## config.mk

```make
export PLATFORM = sky130hd
export DESIGN_NAME = ext_irq_and_vector_map
export DESIGN_NICKNAME = d
export VERILOG_FILES = /design/src/verilog/ext_irq_pkg.sv /design/src/verilog/ext_irq_and_vector_map.sv /design/src/verilog/pin_sync.sv /design/src/verilog/vector_select.sv
export VERILOG_INCLUDE_DIRS = /design/src /design/src/verilog
export SDC_FILE = /design/constraint.sdc
export NUM_CORES = 1
export LEC_CHECK = 0
export ABC_AREA = 1
export BUFFER_PORTS_ARGS = -buffer_cell sky130_fd_sc_hd__clkbuf_2
export CAP_MARGIN = 20
export CORE_MARGIN = 4
export CORE_UTILIZATION = 50
export CTS_BUF_LIST = sky130_fd_sc_hd__clkbuf_8
export DETAILED_ROUTE_END_ITERATION = 16
export PLACE_DENSITY = 0.78
export SYNTH_ARGS = -nofsm -noshare
export SYNTH_HDL_FRONTEND = slang
export SYNTH_SLANG_ARGS = --single-unit
```

## constraint.sdc

```tcl
create_clock -name i_ref_clk -period 2 [get_ports i_ref_clk]
set_input_delay 0.2 -clock i_ref_clk [delete_from_list [all_inputs] [get_ports i_ref_clk]]
set_output_delay 0.2 -clock i_ref_clk [all_outputs]
set_load 0.01 [all_outputs]
```

## src/verilog/ext_irq_defs.svh

```systemverilog
`ifndef EXT_IRQ_DEFS_SVH
`define EXT_IRQ_DEFS_SVH

// register word indices; byte address is four times the index
`define IDX_PC_MASK_LOW 6'h12
`define IDX_PC_MASK_HIGH 6'h20
`define IDX_MCU_CONTROL 6'h35
`define IDX_IRQ_FLAGS 6'h3a
`define IDX_IRQ_ENABLES 6'h3b

`define RST_REG8 8'h00
`define RST_WORD 32'h0000_0000

// bit positions shared by the enable and flag registers
`define BIT_EXT 6
`define BIT_PC1 5
`define BIT_PC0 4

// sense-control field inside mcu_control
`define FLD_TRIG_HI 1
`define FLD_TRIG_LO 0

`define PC_LOW_W 8
`define PC_HIGH_W 4
`define PERIPH_W 13

// program word of each vector
`define VEC_RESET 16'h0000
`define VEC_EXT_IRQ 16'h0001
`define VEC_PC0 16'h0002
`define VEC_PC1 16'h0003
`define VEC_WDT 16'h0004
`define VEC_T16_CAPT 16'h0005
`define VEC_T16_CMPA 16'h0006
`define VEC_T16_CMPB 16'h0007
`define VEC_T16_OVF 16'h0008
`define VEC_T8_CMPA 16'h0009
`define VEC_T8_CMPB 16'h000a
`define VEC_T8_OVF 16'h000b
`define VEC_ANA_CMP 16'h000c
`define VEC_CONV_DONE 16'h000d
`define VEC_EEPROM_RDY 16'h000e
`define VEC_SER_START 16'h000f
`define VEC_SER_OVF 16'h0010

`endif

```

## src/verilog/ext_irq_pkg.sv

```systemverilog
package ext_irq_pkg;
   // field values line up with the two sense-control bits
   typedef enum logic [1:0] {
      TRIG_LOW,
      TRIG_ANY,
      TRIG_FALL,
      TRIG_RISE
   } trig_mode_t;

   // source index, lowest index wins arbitration
   typedef enum logic [3:0] {
      SRC_EXT, SRC_PC0, SRC_PC1, SRC_WDT,
      SRC_T16_CAPT, SRC_T16_CMPA, SRC_T16_CMPB, SRC_T16_OVF,
      SRC_T8_CMPA, SRC_T8_CMPB, SRC_T8_OVF, SRC_ANA_CMP,
      SRC_CONV_DONE, SRC_EEPROM_RDY, SRC_SER_START, SRC_SER_OVF
   } src_t;
endpackage

```

## src/verilog/ext_irq_and_vector_map.sv

```systemverilog
`include "ext_irq_defs.svh"

// Overview of operation
// - resets to word 0, external request word 1
// - pin-change groups at words 2 and 3
// - 16-bit timer events at words 5..8
// - 8-bit timer events at words 9..b
// - remaining sources at their fixed words
// - disabled sources never produce a vector fetch
// - pins interrupt even when driven as outputs
// - enabled toggle on lines 7:0 raises group 0
// - enabled toggle on lines 11:8 raises group 1
// - per-pin masks select participating pin-change inputs
// - pin changes wake from every sleep mode
// - external pin senses fall, rise, any change or low
// - low level requests continuously while held low
// - edges recognised only while I/O clock runs
// - low level wakes without any clock
// - source holds level until start-up completes
// - vanished level resumes after sleep, no service
// - control register at 0x35, eight bits, reset zero
// - sense field: low, any change, fall, rise
// - pin sampled first; long pulses always caught
// - external flag: edge set, take/write clear, level zero
// - group flags: change set, take/write-one clear
module ext_irq_and_vector_map #(
   parameter int PC_LOW_W = `PC_LOW_W,
   parameter int PC_HIGH_W = `PC_HIGH_W,
   parameter int PERIPH_W = `PERIPH_W
) (
   input wire logic i_ref_clk,
   input wire logic i_rst,
   input wire logic i_wb_cyc,
   input wire logic i_wb_stb,
   input wire logic i_wb_we,
   input wire logic [7:0] i_wb_adr,
   input wire logic [31:0] i_wb_dat,
   input wire logic [3:0] i_wb_sel,
   output logic [31:0] o_wb_dat,
   output logic o_wb_ack,
   input wire logic i_ext_irq_pin,
   input wire logic [PC_LOW_W+PC_HIGH_W-1:0] i_pin_change_inputs,
   input wire logic i_global_irq_en,
   input wire logic i_io_clk_run,
   input wire logic i_vector_taken,
   input wire logic [PERIPH_W-1:0] i_periph_req,
   output logic o_irq_req,
   output logic [15:0] o_vector_addr,
   output logic o_wake_req,
   output logic [7:0] o_mcu_control
);
   localparam int PC_W = PC_LOW_W + PC_HIGH_W;

   logic ack_reg;
   logic [31:0] rdat_reg;
   logic [31:0] rdat_next;
   logic [7:0] mcu_control_reg;
   logic [7:0] enables_reg;
   logic [PC_LOW_W-1:0] mask_low_reg;
   logic [PC_HIGH_W-1:0] mask_high_reg;
   logic ext_flag_reg;
   logic pc0_flag_reg;
   logic pc1_flag_reg;
   logic ext_prev_reg;
   logic [PC_W-1:0] pc_prev_reg;
   logic irq_reg;
   logic [15:0] vec_reg;
   ext_irq_pkg::src_t taken_src_reg;
   logic wake_reg;

   logic bus_req;
   logic [5:0] reg_idx;
   logic wr_lane0;
   logic [PC_W:0] synced;
   logic ext_stable;
   logic [PC_W-1:0] pc_stable;
   ext_irq_pkg::trig_mode_t mode;
   logic ext_rise;
   logic ext_fall;
   logic ext_edge;
   logic ext_set;
   logic [PC_W-1:0] pc_change;
   logic pc0_set;
   logic pc1_set;
   logic level_req;
   logic clr_ext;
   logic clr_pc0;
   logic clr_pc1;
   logic [15:0] pending;
   logic any_pending;
   ext_irq_pkg::src_t sel_src;
   logic [15:0] sel_vec;

   // bus: one wait state, write lands on the edge that sees ack
   assign bus_req = i_wb_cyc && i_wb_stb;
   assign reg_idx = i_wb_adr[7:2];
   assign wr_lane0 = bus_req && i_wb_we && ack_reg && i_wb_sel[0];

   function automatic logic reg_hit(input logic [5:0] idx, input logic [5:0] want);
      reg_hit = (idx == want);
   endfunction

   always_ff @(posedge i_ref_clk) begin
      if (i_rst) begin
         ack_reg <= 1'b0;
      end else begin
         ack_reg <= bus_req && !ack_reg;
      end
   end

   // unmapped words answer with ack and zero data
   always_comb begin
      rdat_next = `RST_WORD;
      if (reg_hit(reg_idx, `IDX_MCU_CONTROL)) begin
         rdat_next[7:0] = mcu_control_reg;
      end else if (reg_hit(reg_idx, `IDX_IRQ_ENABLES)) begin
         rdat_next[7:0] = enables_reg;
      end else if (reg_hit(reg_idx, `IDX_IRQ_FLAGS)) begin
         rdat_next[`BIT_EXT] = ext_flag_reg && (mode != ext_irq_pkg::TRIG_LOW);
         rdat_next[`BIT_PC1] = pc1_flag_reg;
         rdat_next[`BIT_PC0] = pc0_flag_reg;
      end else if (reg_hit(reg_idx, `IDX_PC_MASK_LOW)) begin
         rdat_next[PC_LOW_W-1:0] = mask_low_reg;
      end else if (reg_hit(reg_idx, `IDX_PC_MASK_HIGH)) begin
         rdat_next[PC_HIGH_W-1:0] = mask_high_reg;
      end
   end

   always_ff @(posedge i_ref_clk) begin
      if (i_rst) begin
         rdat_reg <= `RST_WORD;
      end else if (bus_req && !ack_reg) begin
         rdat_reg <= rdat_next;
      end
   end

   // control register; only the sense field steers logic here
   always_ff @(posedge i_ref_clk) begin
      if (i_rst) begin
         mcu_control_reg <= `RST_REG8;
      end else if (wr_lane0 && reg_hit(reg_idx, `IDX_MCU_CONTROL)) begin
         mcu_control_reg <= i_wb_dat[7:0];
      end
   end

   always_ff @(posedge i_ref_clk) begin
      if (i_rst) begin
         enables_reg <= `RST_REG8;
      end else if (wr_lane0 && reg_hit(reg_idx, `IDX_IRQ_ENABLES)) begin
         enables_reg <= `RST_REG8;
         enables_reg[`BIT_EXT] <= i_wb_dat[`BIT_EXT];
         enables_reg[`BIT_PC1] <= i_wb_dat[`BIT_PC1];
         enables_reg[`BIT_PC0] <= i_wb_dat[`BIT_PC0];
      end
   end

   always_ff @(posedge i_ref_clk) begin
      if (i_rst) begin
         mask_low_reg <= '0;
         mask_high_reg <= '0;
      end else begin
         if (wr_lane0 && reg_hit(reg_idx, `IDX_PC_MASK_LOW)) begin
            mask_low_reg <= i_wb_dat[PC_LOW_W-1:0];
         end
         if (wr_lane0 && reg_hit(reg_idx, `IDX_PC_MASK_HIGH)) begin
            mask_high_reg <= i_wb_dat[PC_HIGH_W-1:0];
         end
      end
   end

   // pad levels are read whatever the pin direction, so writing
   // the port register can raise a software interrupt
   pin_sync #(
      .W(PC_W + 1)
   ) u_pin_sync (
      .i_ref_clk(i_ref_clk),
      .i_rst(i_rst),
      .i_async({i_ext_irq_pin, i_pin_change_inputs}),
      .o_stable(synced)
   );

   assign ext_stable = synced[PC_W];
   assign pc_stable = synced[PC_W-1:0];
   assign mode = ext_irq_pkg::trig_mode_t'(mcu_control_reg[`FLD_TRIG_HI:`FLD_TRIG_LO]);

   always_ff @(posedge i_ref_clk) begin
      if (i_rst) begin
         ext_prev_reg <= 1'b1;
         pc_prev_reg <= '1;
      end else begin
         ext_prev_reg <= ext_stable;
         pc_prev_reg <= pc_stable;
      end
   end

   // external pin sensing
   assign ext_rise = ext_stable && !ext_prev_reg;
   assign ext_fall = !ext_stable && ext_prev_reg;

   always_comb begin
      case (mode)
         ext_irq_pkg::TRIG_ANY: ext_edge = ext_rise || ext_fall;
         ext_irq_pkg::TRIG_FALL: ext_edge = ext_fall;
         ext_irq_pkg::TRIG_RISE: ext_edge = ext_rise;
         default: ext_edge = 1'b0;
      endcase
   end

   // prev still tracks while stopped, so a stale edge never fires later
   assign ext_set = ext_edge && i_io_clk_run;
   assign level_req = (mode == ext_irq_pkg::TRIG_LOW) && !ext_stable;

   // pin-change detection, masked per pin
   assign pc_change = pc_stable ^ pc_prev_reg;
   assign pc0_set = |(pc_change[PC_LOW_W-1:0] & mask_low_reg);
   assign pc1_set = |(pc_change[PC_W-1:PC_LOW_W] & mask_high_reg);

   // flag clears: write of one, or the core taking that vector
   assign clr_ext = (wr_lane0 && reg_hit(reg_idx, `IDX_IRQ_FLAGS) && i_wb_dat[`BIT_EXT])
      || (i_vector_taken && irq_reg && taken_src_reg == ext_irq_pkg::SRC_EXT);
   assign clr_pc0 = (wr_lane0 && reg_hit(reg_idx, `IDX_IRQ_FLAGS) && i_wb_dat[`BIT_PC0])
      || (i_vector_taken && irq_reg && taken_src_reg == ext_irq_pkg::SRC_PC0);
   assign clr_pc1 = (wr_lane0 && reg_hit(reg_idx, `IDX_IRQ_FLAGS) && i_wb_dat[`BIT_PC1])
      || (i_vector_taken && irq_reg && taken_src_reg == ext_irq_pkg::SRC_PC1);

   // set beats a clear landing in the same cycle
   always_ff @(posedge i_ref_clk) begin
      if (i_rst) begin
         ext_flag_reg <= 1'b0;
      end else if (mode == ext_irq_pkg::TRIG_LOW) begin
         ext_flag_reg <= 1'b0;
      end else begin
         ext_flag_reg <= ext_set || (ext_flag_reg && !clr_ext);
      end
   end

   always_ff @(posedge i_ref_clk) begin
      if (i_rst) begin
         pc0_flag_reg <= 1'b0;
         pc1_flag_reg <= 1'b0;
      end else begin
         pc0_flag_reg <= pc0_set || (pc0_flag_reg && !clr_pc0);
         pc1_flag_reg <= pc1_set || (pc1_flag_reg && !clr_pc1);
      end
   end

   // a level request exists only while the pin is low; if it is gone
   // by the end of start-up, nothing is pending and the core resumes
   // after its sleep instruction
   assign pending[ext_irq_pkg::SRC_EXT] =
      enables_reg[`BIT_EXT] && (level_req || ext_flag_reg);
   assign pending[ext_irq_pkg::SRC_PC0] = enables_reg[`BIT_PC0] && pc0_flag_reg;
   assign pending[ext_irq_pkg::SRC_PC1] = enables_reg[`BIT_PC1] && pc1_flag_reg;
   assign pending[15:3] = i_periph_req;

   vector_select u_vector_select (
      .i_pending(pending),
      .o_any(any_pending),
      .o_src(sel_src),
      .o_vector(sel_vec)
   );

   // request and vector to the core; the reset word is shown at reset
   always_ff @(posedge i_ref_clk) begin
      if (i_rst) begin
         irq_reg <= 1'b0;
         vec_reg <= `VEC_RESET;
         taken_src_reg <= ext_irq_pkg::SRC_EXT;
      end else if (i_vector_taken) begin
         irq_reg <= 1'b0;
      end else begin
         irq_reg <= any_pending && i_global_irq_en;
         if (any_pending) begin
            vec_reg <= sel_vec;
            taken_src_reg <= sel_src;
         end
      end
   end

   // wake ignores the global enable; it only restarts the clocks.
   // the synchroniser costs four cycles once the clock is back.
   always_ff @(posedge i_ref_clk) begin
      if (i_rst) begin
         wake_reg <= 1'b0;
      end else begin
         wake_reg <= |pending[ext_irq_pkg::SRC_PC1:ext_irq_pkg::SRC_EXT];
      end
   end

   assign o_wb_ack = ack_reg;
   assign o_wb_dat = rdat_reg;
   assign o_irq_req = irq_reg;
   assign o_vector_addr = vec_reg;
   assign o_wake_req = wake_reg;
   assign o_mcu_control = mcu_control_reg;
endmodule

```

## src/verilog/pin_sync.sv

```systemverilog
module pin_sync #(
   parameter int W = 1
) (
   input wire logic i_ref_clk,
   input wire logic i_rst,
   input wire logic [W-1:0] i_async,
   output logic [W-1:0] o_stable
);
   logic [W-1:0] s1_reg;
   logic [W-1:0] s2_reg;
   logic [W-1:0] s3_reg;
   logic [W-1:0] stable_reg;

   always_ff @(posedge i_ref_clk) begin
      // stages start at the idle-high level so release makes no false edge
      if (i_rst) begin
         s1_reg <= '1;
         s2_reg <= '1;
         s3_reg <= '1;
      end else begin
         s1_reg <= i_async;
         s2_reg <= s1_reg;
         s3_reg <= s2_reg;
      end
   end

   // a bit moves only once the two later stages agree
   always_ff @(posedge i_ref_clk) begin
      if (i_rst) begin
         stable_reg <= '1;
      end else begin
         stable_reg <= (s2_reg & s3_reg) | (stable_reg & (s2_reg ^ s3_reg));
      end
   end

   assign o_stable = stable_reg;
endmodule

```

## src/verilog/vector_select.sv

```systemverilog
`include "ext_irq_defs.svh"

module vector_select (
   input wire logic [15:0] i_pending,
   output logic o_any,
   output ext_irq_pkg::src_t o_src,
   output logic [15:0] o_vector
);
   function automatic logic [15:0] vec_of(input ext_irq_pkg::src_t s);
      case (s)
         ext_irq_pkg::SRC_EXT: vec_of = `VEC_EXT_IRQ;
         ext_irq_pkg::SRC_PC0: vec_of = `VEC_PC0;
         ext_irq_pkg::SRC_PC1: vec_of = `VEC_PC1;
         ext_irq_pkg::SRC_WDT: vec_of = `VEC_WDT;
         ext_irq_pkg::SRC_T16_CAPT: vec_of = `VEC_T16_CAPT;
         ext_irq_pkg::SRC_T16_CMPA: vec_of = `VEC_T16_CMPA;
         ext_irq_pkg::SRC_T16_CMPB: vec_of = `VEC_T16_CMPB;
         ext_irq_pkg::SRC_T16_OVF: vec_of = `VEC_T16_OVF;
         ext_irq_pkg::SRC_T8_CMPA: vec_of = `VEC_T8_CMPA;
         ext_irq_pkg::SRC_T8_CMPB: vec_of = `VEC_T8_CMPB;
         ext_irq_pkg::SRC_T8_OVF: vec_of = `VEC_T8_OVF;
         ext_irq_pkg::SRC_ANA_CMP: vec_of = `VEC_ANA_CMP;
         ext_irq_pkg::SRC_CONV_DONE: vec_of = `VEC_CONV_DONE;
         ext_irq_pkg::SRC_EEPROM_RDY: vec_of = `VEC_EEPROM_RDY;
         ext_irq_pkg::SRC_SER_START: vec_of = `VEC_SER_START;
         default: vec_of = `VEC_SER_OVF;
      endcase
   endfunction

   // scan from the top so the lowest pending index is left standing
   always_comb begin
      o_any = |i_pending;
      o_src = ext_irq_pkg::SRC_EXT;
      for (int i = 15; i >= 0; i--) begin
         if (i_pending[i]) begin
            o_src = ext_irq_pkg::src_t'(i[3:0]);
         end
      end
      o_vector = vec_of(o_src);
   end
endmodule
```

## Word-level counts from Yosys, hierarchy flattened

Memories as Yosys holds them, arrays and structs flattened. A register that Yosys moved wholly into a read port is not among the register bits.
Index checks and enable logic that the tools add are counted.

| operators by class | value |
|---|---|
| equality and inequality tests | 10 |
| reductions and logical operators | 53 |
| bitwise gates (word level) | 8 |
| multiplexer cells | 25 |

Operator list:

| operator | count |
|---|---|
| $mux 4 | 20 |
| $logic_and 1x1->1 | 29 |
| $and 13x13->13 | 2 |
| $eq 6x6->1 const B | 4 |
| $mux 8 | 2 |
| $reduce_or 16->1 | 1 |
| $or 13x13->13 | 1 |
| $xor 13x13->13 | 1 |
| $xor 12x12->12 | 1 |
| $and 8x8->8 | 1 |
| $logic_or 1x1->1 | 8 |
| $reduce_or 8->1 | 1 |
| $eq 6x5->1 const B | 1 |
| $logic_not 1->1 | 6 |
| $and 4x4->4 | 1 |
| $eq 2x2->1 const B | 2 |
| $eq 4x1->1 const B | 1 |
| $eq 4x2->1 const B | 1 |
| $logic_not 4->1 | 1 |
| $reduce_or 2->1 | 2 |
| $reduce_or 4->1 | 1 |
| $mux 3 | 1 |
| $pmux 1 s3 | 1 |
| $reduce_or 3->1 | 1 |
| other kinds (6) | 6 |

| word-level totals | value |
|---|---|
| input bits | 78 |
| word-level logic and storage cells | 116 |
| output and inout port bits | 59 |
| bits in read-only memories | 80 |
| flip-flop bits (word level) | 122 |
| memories | 1 |

Memory list:

| memory | depth | width | rd ports | clocked after Yosys merged registers in | write ports | line | text |
|---|---|---|---|---|---|---|---|
| (name not given) | 16 | 5 | 1 | 1 | 0 | vector_select.sv:10 | `case (s)` |

## Longest topological paths before layout

| logic depth | value |
|---|---|
| word-level depth | 16 |
| mapped depth | 24 |
| mapped depth without buffers | 24 |

## By module

Synthesis repeated with hierarchy kept, for this count alone.

| unflattened totals | value |
|---|---|
| cell total of the unflattened synthesis | 656 |
| area total of the unflattened synthesis | 5281.3 µm² |

By module, submodules not included:

| module | seq. area each (µm²) | instances | area each (µm²) | cells an instance |
|---|---|---|---|---|
| ext_irq_and_vector_map | 1401.3 | 1 | 3210.6 | 431 |
| pin_sync | 1041.0 | 1 | 1650.3 | 148 |
| vector_select | 0.0 | 1 | 420.4 | 77 |

## Least setup slack after synthesis

Ideal clock, no wire load.

| timing | value |
|---|---|
| kind | input to register |
| start point | in i_periph_req[11] |
| end point | reg vec_reg[3], in the netlist o_vector_addr[3] |
| arrival time | 1.559 ns |
| library setup time | 0.058 ns |
| stages on the path | 24 |
| path slack | 0.383 ns |
| data required time | 1.942 ns |
| buffers on the path | 0 |
| cells stage by stage | inv_1 nand2_1 nand2_1 nand2_1 nand2_1 nand2_1 nand2_1 nand2_1 nand2_1 nand2_1 nand2_1 nand2_1 nand2_1 nand2_1 nand2_1 nand2_1 inv_1 ha_1 inv_1 nor2_1 nor2_1 o21ai_1 o211ai_2 inv_1 |

| on the way | value |
|---|---|
| longest elaborated chain between the ends | 15 |
| elaborated cells between the ends (all ways) | 17 |
| those cells by class | 15 x mux; 2 x reduce/logical |

RTL lines:

| item | line | text |
|---|---|---|
| start, declared | ext_irq_and_vector_map.sv:46 | `input wire logic [PERIPH_W-1:0] i_periph_req,` |
| $mux 4 (15 in series) | vector_select.sv:35 | `if (i_pending[i]) begin` |
| named net sel_src[0] | ext_irq_and_vector_map.sv:91 | `ext_irq_pkg::src_t sel_src;` |
| end, declared | ext_irq_and_vector_map.sv:67 | `logic [15:0] vec_reg;` |

The timed path passes the listed nets, and every way through them passes these cells.
A chain may end at the register's enable or synchronous reset.

## Worst setup path after layout

| timing | value |
|---|---|
| start point | reg mcu_control_reg[0], in the netlist o_mcu_control[0] |
| end point | reg vec_reg[3], in the netlist o_vector_addr[3] |

| on the way | value |
|---|---|
| elaborated cells between the ends (all ways) | 7 |
| those cells by class | 1 x mux; 6 x reduce/logical |

RTL lines:

| item | line | text |
|---|---|---|
| start, declared | ext_irq_and_vector_map.sv:57 | `logic [7:0] mcu_control_reg;` |
| start signal, assigned | ext_irq_and_vector_map.sv:140 | `` mcu_control_reg <= `RST_REG8; `` |
| start signal, assigned | ext_irq_and_vector_map.sv:142 | `mcu_control_reg <= i_wb_dat[7:0];` |
| $logic_not 2->1 | ext_irq_and_vector_map.sv:211 | `assign level_req = (mode == ext_irq_pkg::TRIG_LOW) && !ext_stable;` |
| $logic_and 1x1->1 | ext_irq_and_vector_map.sv:211 |  |
| $logic_or 1x1->1 | ext_irq_and_vector_map.sv:251 | `` enables_reg[`BIT_EXT] && (level_req \|\| ext_flag_reg); `` |
| $logic_and 1x1->1 | ext_irq_and_vector_map.sv:251 |  |
| $mux 4 | vector_select.sv:35 |  |
| named net sel_src[0] | ext_irq_and_vector_map.sv:91 |  |

The timed path passes the listed nets, and every way through them passes these cells.

==> results.txt <==
- The run finished with clean final reports.
- The floorplan step defined a die boundary enclosing 10800 um2.
- Proportion of register bits with asynchronous set or reset after synthesis: 0%
* Number of warnings printed during yosys synthesis: 0
* CP Max Fanout: 5
- Final clock period utilization by the worst path: 87.1%
* Buf+Inv Stages, Crit Path: 4
* Global router's overall resource usage: between 15 and 20%
- Deepest level of the CTS H-tree: 3
- Largest vdd supply drop: about 0.00048 V
* Resize count post-CTS: 0
- Entering global routing, the biggest net connects 40 pins.
* Critical setup path kind: flop to flop
- Total DRC errors in the routed layout: 0
- In the final timing run, aggregate negative setup slack is 0 ns.
- In the final design database the tool counted 733 nets.
* # setup viols final: 0
* Post-Syn Area: 4590 um2
- Data on the critical path arrives at its endpoint at 2.01 ns.
* Yosys reg bits: 111
* Post-synthesis cell type with the largest combined area: dfxtp_1
* Routed wire length: 8840 um
- Worst hold-check path type: input pin to flop
- Floorplan Core Area: slightly below 9000 um2
- After global routing the overflow that remains totals 0.
- Proportion of netlist area held by the largest area contributor: 48.4%
- The worst setup path is captured at a flop.
- Counting the fill cells in the layout gives 760.
* Leakage power: 2.39 nW
- Setup slack, reg-to-reg: 0.26 ns
* Cell at the root of the clock tree: clkbuf_8
- Post-route worst hold slack: 0.0433 ns
* Count of buffers from port buffering: just over 70
* Router iterations before antenna repair: 5
- Post-CTS timing repair inserted 0 buffers for setup.
- Max clock buf depth: 2
- Total clock sinks: 111
- Required time at the worst-slack endpoint: 2.27 ns
- The floorplan step set the die height to 104 um.
- Layout-stage area growth over the synthesis result: 14.6%
- Setup repair after global routing left no endpoint under its margin.
- In the final layout, the share of cells above drive strength 1 is 24.4%.
- Effective utilization at floorplan: 52.1%
* Maximum achievable frequency: around 570 MHz
- Maximum capacitance violations: 0
- Top post-synthesis cells by area: dfxtp_1 (48%), or2_2 (7.1%), nand2_1 (6.3%)
* Number of enable-type register cells in the synthesized netlist: 0
* PwrDens: 735 nW/um2
- TritonCTS built the clock tree.
- The detail route stage leaves a number of antenna-violating nets equal to 0.
* Number of vias per cell: 4.89
- Critical path's largest stage delay: between 0.3 and 0.4 ns
* Number of antenna cells inserted: 0
- Summing the sequential cell areas from Yosys gives 48.4% of the chip area.
- Category of cells accounting for the largest share of critical-path delay: simple AND/OR/NAND/NOR gates
- The final route contains about 3.7k vias.
- The initialized floorplan defines 34 standard-cell rows.
- Cell breakdown of the critical path: nor2_2 -> nand2_2 -> a21oi_4 -> inv_1 -> nand2_1 -> inv_1 -> ha_1 -> inv_1 -> nor2_1 -> nor2_1 -> o21ai_1 -> o211ai_2 -> inv_1
- Hold violation total from the final report: 0
- For the final database, setup skew stands at roughly 0.010 ns.
- After synthesis, the mean cell area works out to 8.36 um2.
- The via count of the first global-routing pass was 3529.
* Per-cell routed wire length: 11.8 um
* Die width: 104 um
* Clock-pin slew of the registers on the worst-case setup and hold paths: 0.10 ns
- The worst setup path is launched from a flop.
* Distinct cell type count of the synthesized netlist: 35
- Weighted congestion at the end of routability-driven global placement: about 0.84
* Number of max-slew violations in the final report: 0
- Cell count after synthesis: around 550
- Counting the buffers created by CTS gives 9.
- I/O pin total: ~140
* Number of violations reported at the end of detailed-routing iteration 0: 152
- CP most frequent cell: inv_1
* Final critical-path required period: approximately 1.7 ns
- Combined area of the multi-input logic cells: 1990 um2
* Final Power: 3.86 mW
- Initial antenna violation count: 0
* Clock insertion delay at the later pin of the skew report: between 0.3 and 0.4 ns
- The sequential cells in the finished layout cover a total of 2220 um2.
* Post-DP HPWL: 6590 um
- In the synthesized netlist the dominant register cell turns out to be dfxtp_1.
* Global-route wire length before repair: 15400 um
* Crit path max-delay cell type: dfxtp_1
worst paths after layout:
check / start / end / cells after the start
worst min-delay path: i_global_irq_en / o_irq_req / 3
worst max register to register: o_mcu_control[0] / o_vector_addr[3] / 13
worst min register to register: u_pin_sync.s1_reg[3] / u_pin_sync.s2_reg[3] / 1
worst max-delay path: o_mcu_control[0] / o_vector_addr[3] / 13
power breakdown:
part           internal (mW)  switching (mW)
Combinational          0.141           0.191
Sequential              2.28          0.0327
Clock                  0.470           0.749
Total                   2.89           0.973
placed cells by master, fill, tap and decap left out, types with 2 or more instances in the layout:
cell / count
or2_2: 52
o21ai_0: 35
ha_1: 17
inv_2: 3
inv_6: 3
dlygate4sd3_1: 13
a221oi_1: 3
a21oi_4: 2
nand2_1: 77
clkbuf_2: 72
nand4_1: 6
clkbuf_8: 9
o21ai_1: 5
nor3_1: 3
a22oi_1: 4
a21oi_1: 33
a31oi_1: 8
buf_4: 7
inv_1: 46
dfxtp_1: 111
o311ai_0: 2
xor2_1: 4
nor2_1: 59
o221ai_1: 2
nand3_1: 17
conb_1: 35
nand2_2: 2
metal layers:
metal	vias up	GRT usage (%)	part of all wire [%]	routed length [um]
met5	-	0	0	0
met4	0	5.32	1.2	106
met2	121	28.6	47	4190
met1	1643	20.5	44	3890
li1	1899	-	-	-
met3	12	5.53	7.4	651
cells by family after synthesis:
| kind of cell | synth area share (%) |
|---|---|
| other cells | 0.0818 |
| flops | 48.4 |
| compound gates | 12.4 |
| buf+inv | 11.0 |
| fa+ha+maj | 4.64 |
| simple gates | 22.7 |
| xor+xnor | 0.764 |
final cells by class:
| class | instances | area share (%) |
|---|---|---|
| clock buffers | 9 | 2.36 |
| clock inverters | 7 | 1.12 |
| inverters | 49 | 3.50 |
| multi-input cells | 375 | 37.8 |
| flip-flops and latches | 111 | 42.3 |
| well taps | 108 | 2.57 |
| repair buffers | 92 | 10.3 |
through the flow:
step	std cells	area, um2	util (%)	setup WS, ns
finish	751	5260	59.7	0.258
global route	751	5260	59.7	0.0747
CTS	751	5260	59.7	0.256
detailed placement	722	4940	56.1	0.0916
global placement	722	4940	56.1	0.149
floorplan	583	4710	-	0.383
timing repair:
item                                   in CTS  in global routing
setup endpoints to repair                   0                  0
hold buffers                               13                  0
endpoints found under the hold margin      13                  0
cells in the mapped netlist, types with 2 or more instances:
library cell,instances
a21oi_1,33
a21oi_4,2
a221oi_1,3
a22oi_1,4
a31oi_1,8
buf_4,35
clkbuf_1,12
dfxtp_1,111
ha_1,17
inv_1,45
inv_2,3
nand2_1,77
nand2_2,2
nand3_1,17
nand4_1,6
nor2_1,59
nor3_1,3
o21ai_0,35
o21ai_1,5
o221ai_1,2
o311ai_0,2
or2_2,52
xor2_1,4
tightest hold or removal path, delay by kind of cell:
| family | cells | cell delay, ns |
|---|---|---|
| AND/OR/NAND/NOR | 2 | 0.09 |
| buffers and inverters | 1 | 0.08 |
No activity file was read; power rests on OpenSTA's default activity.
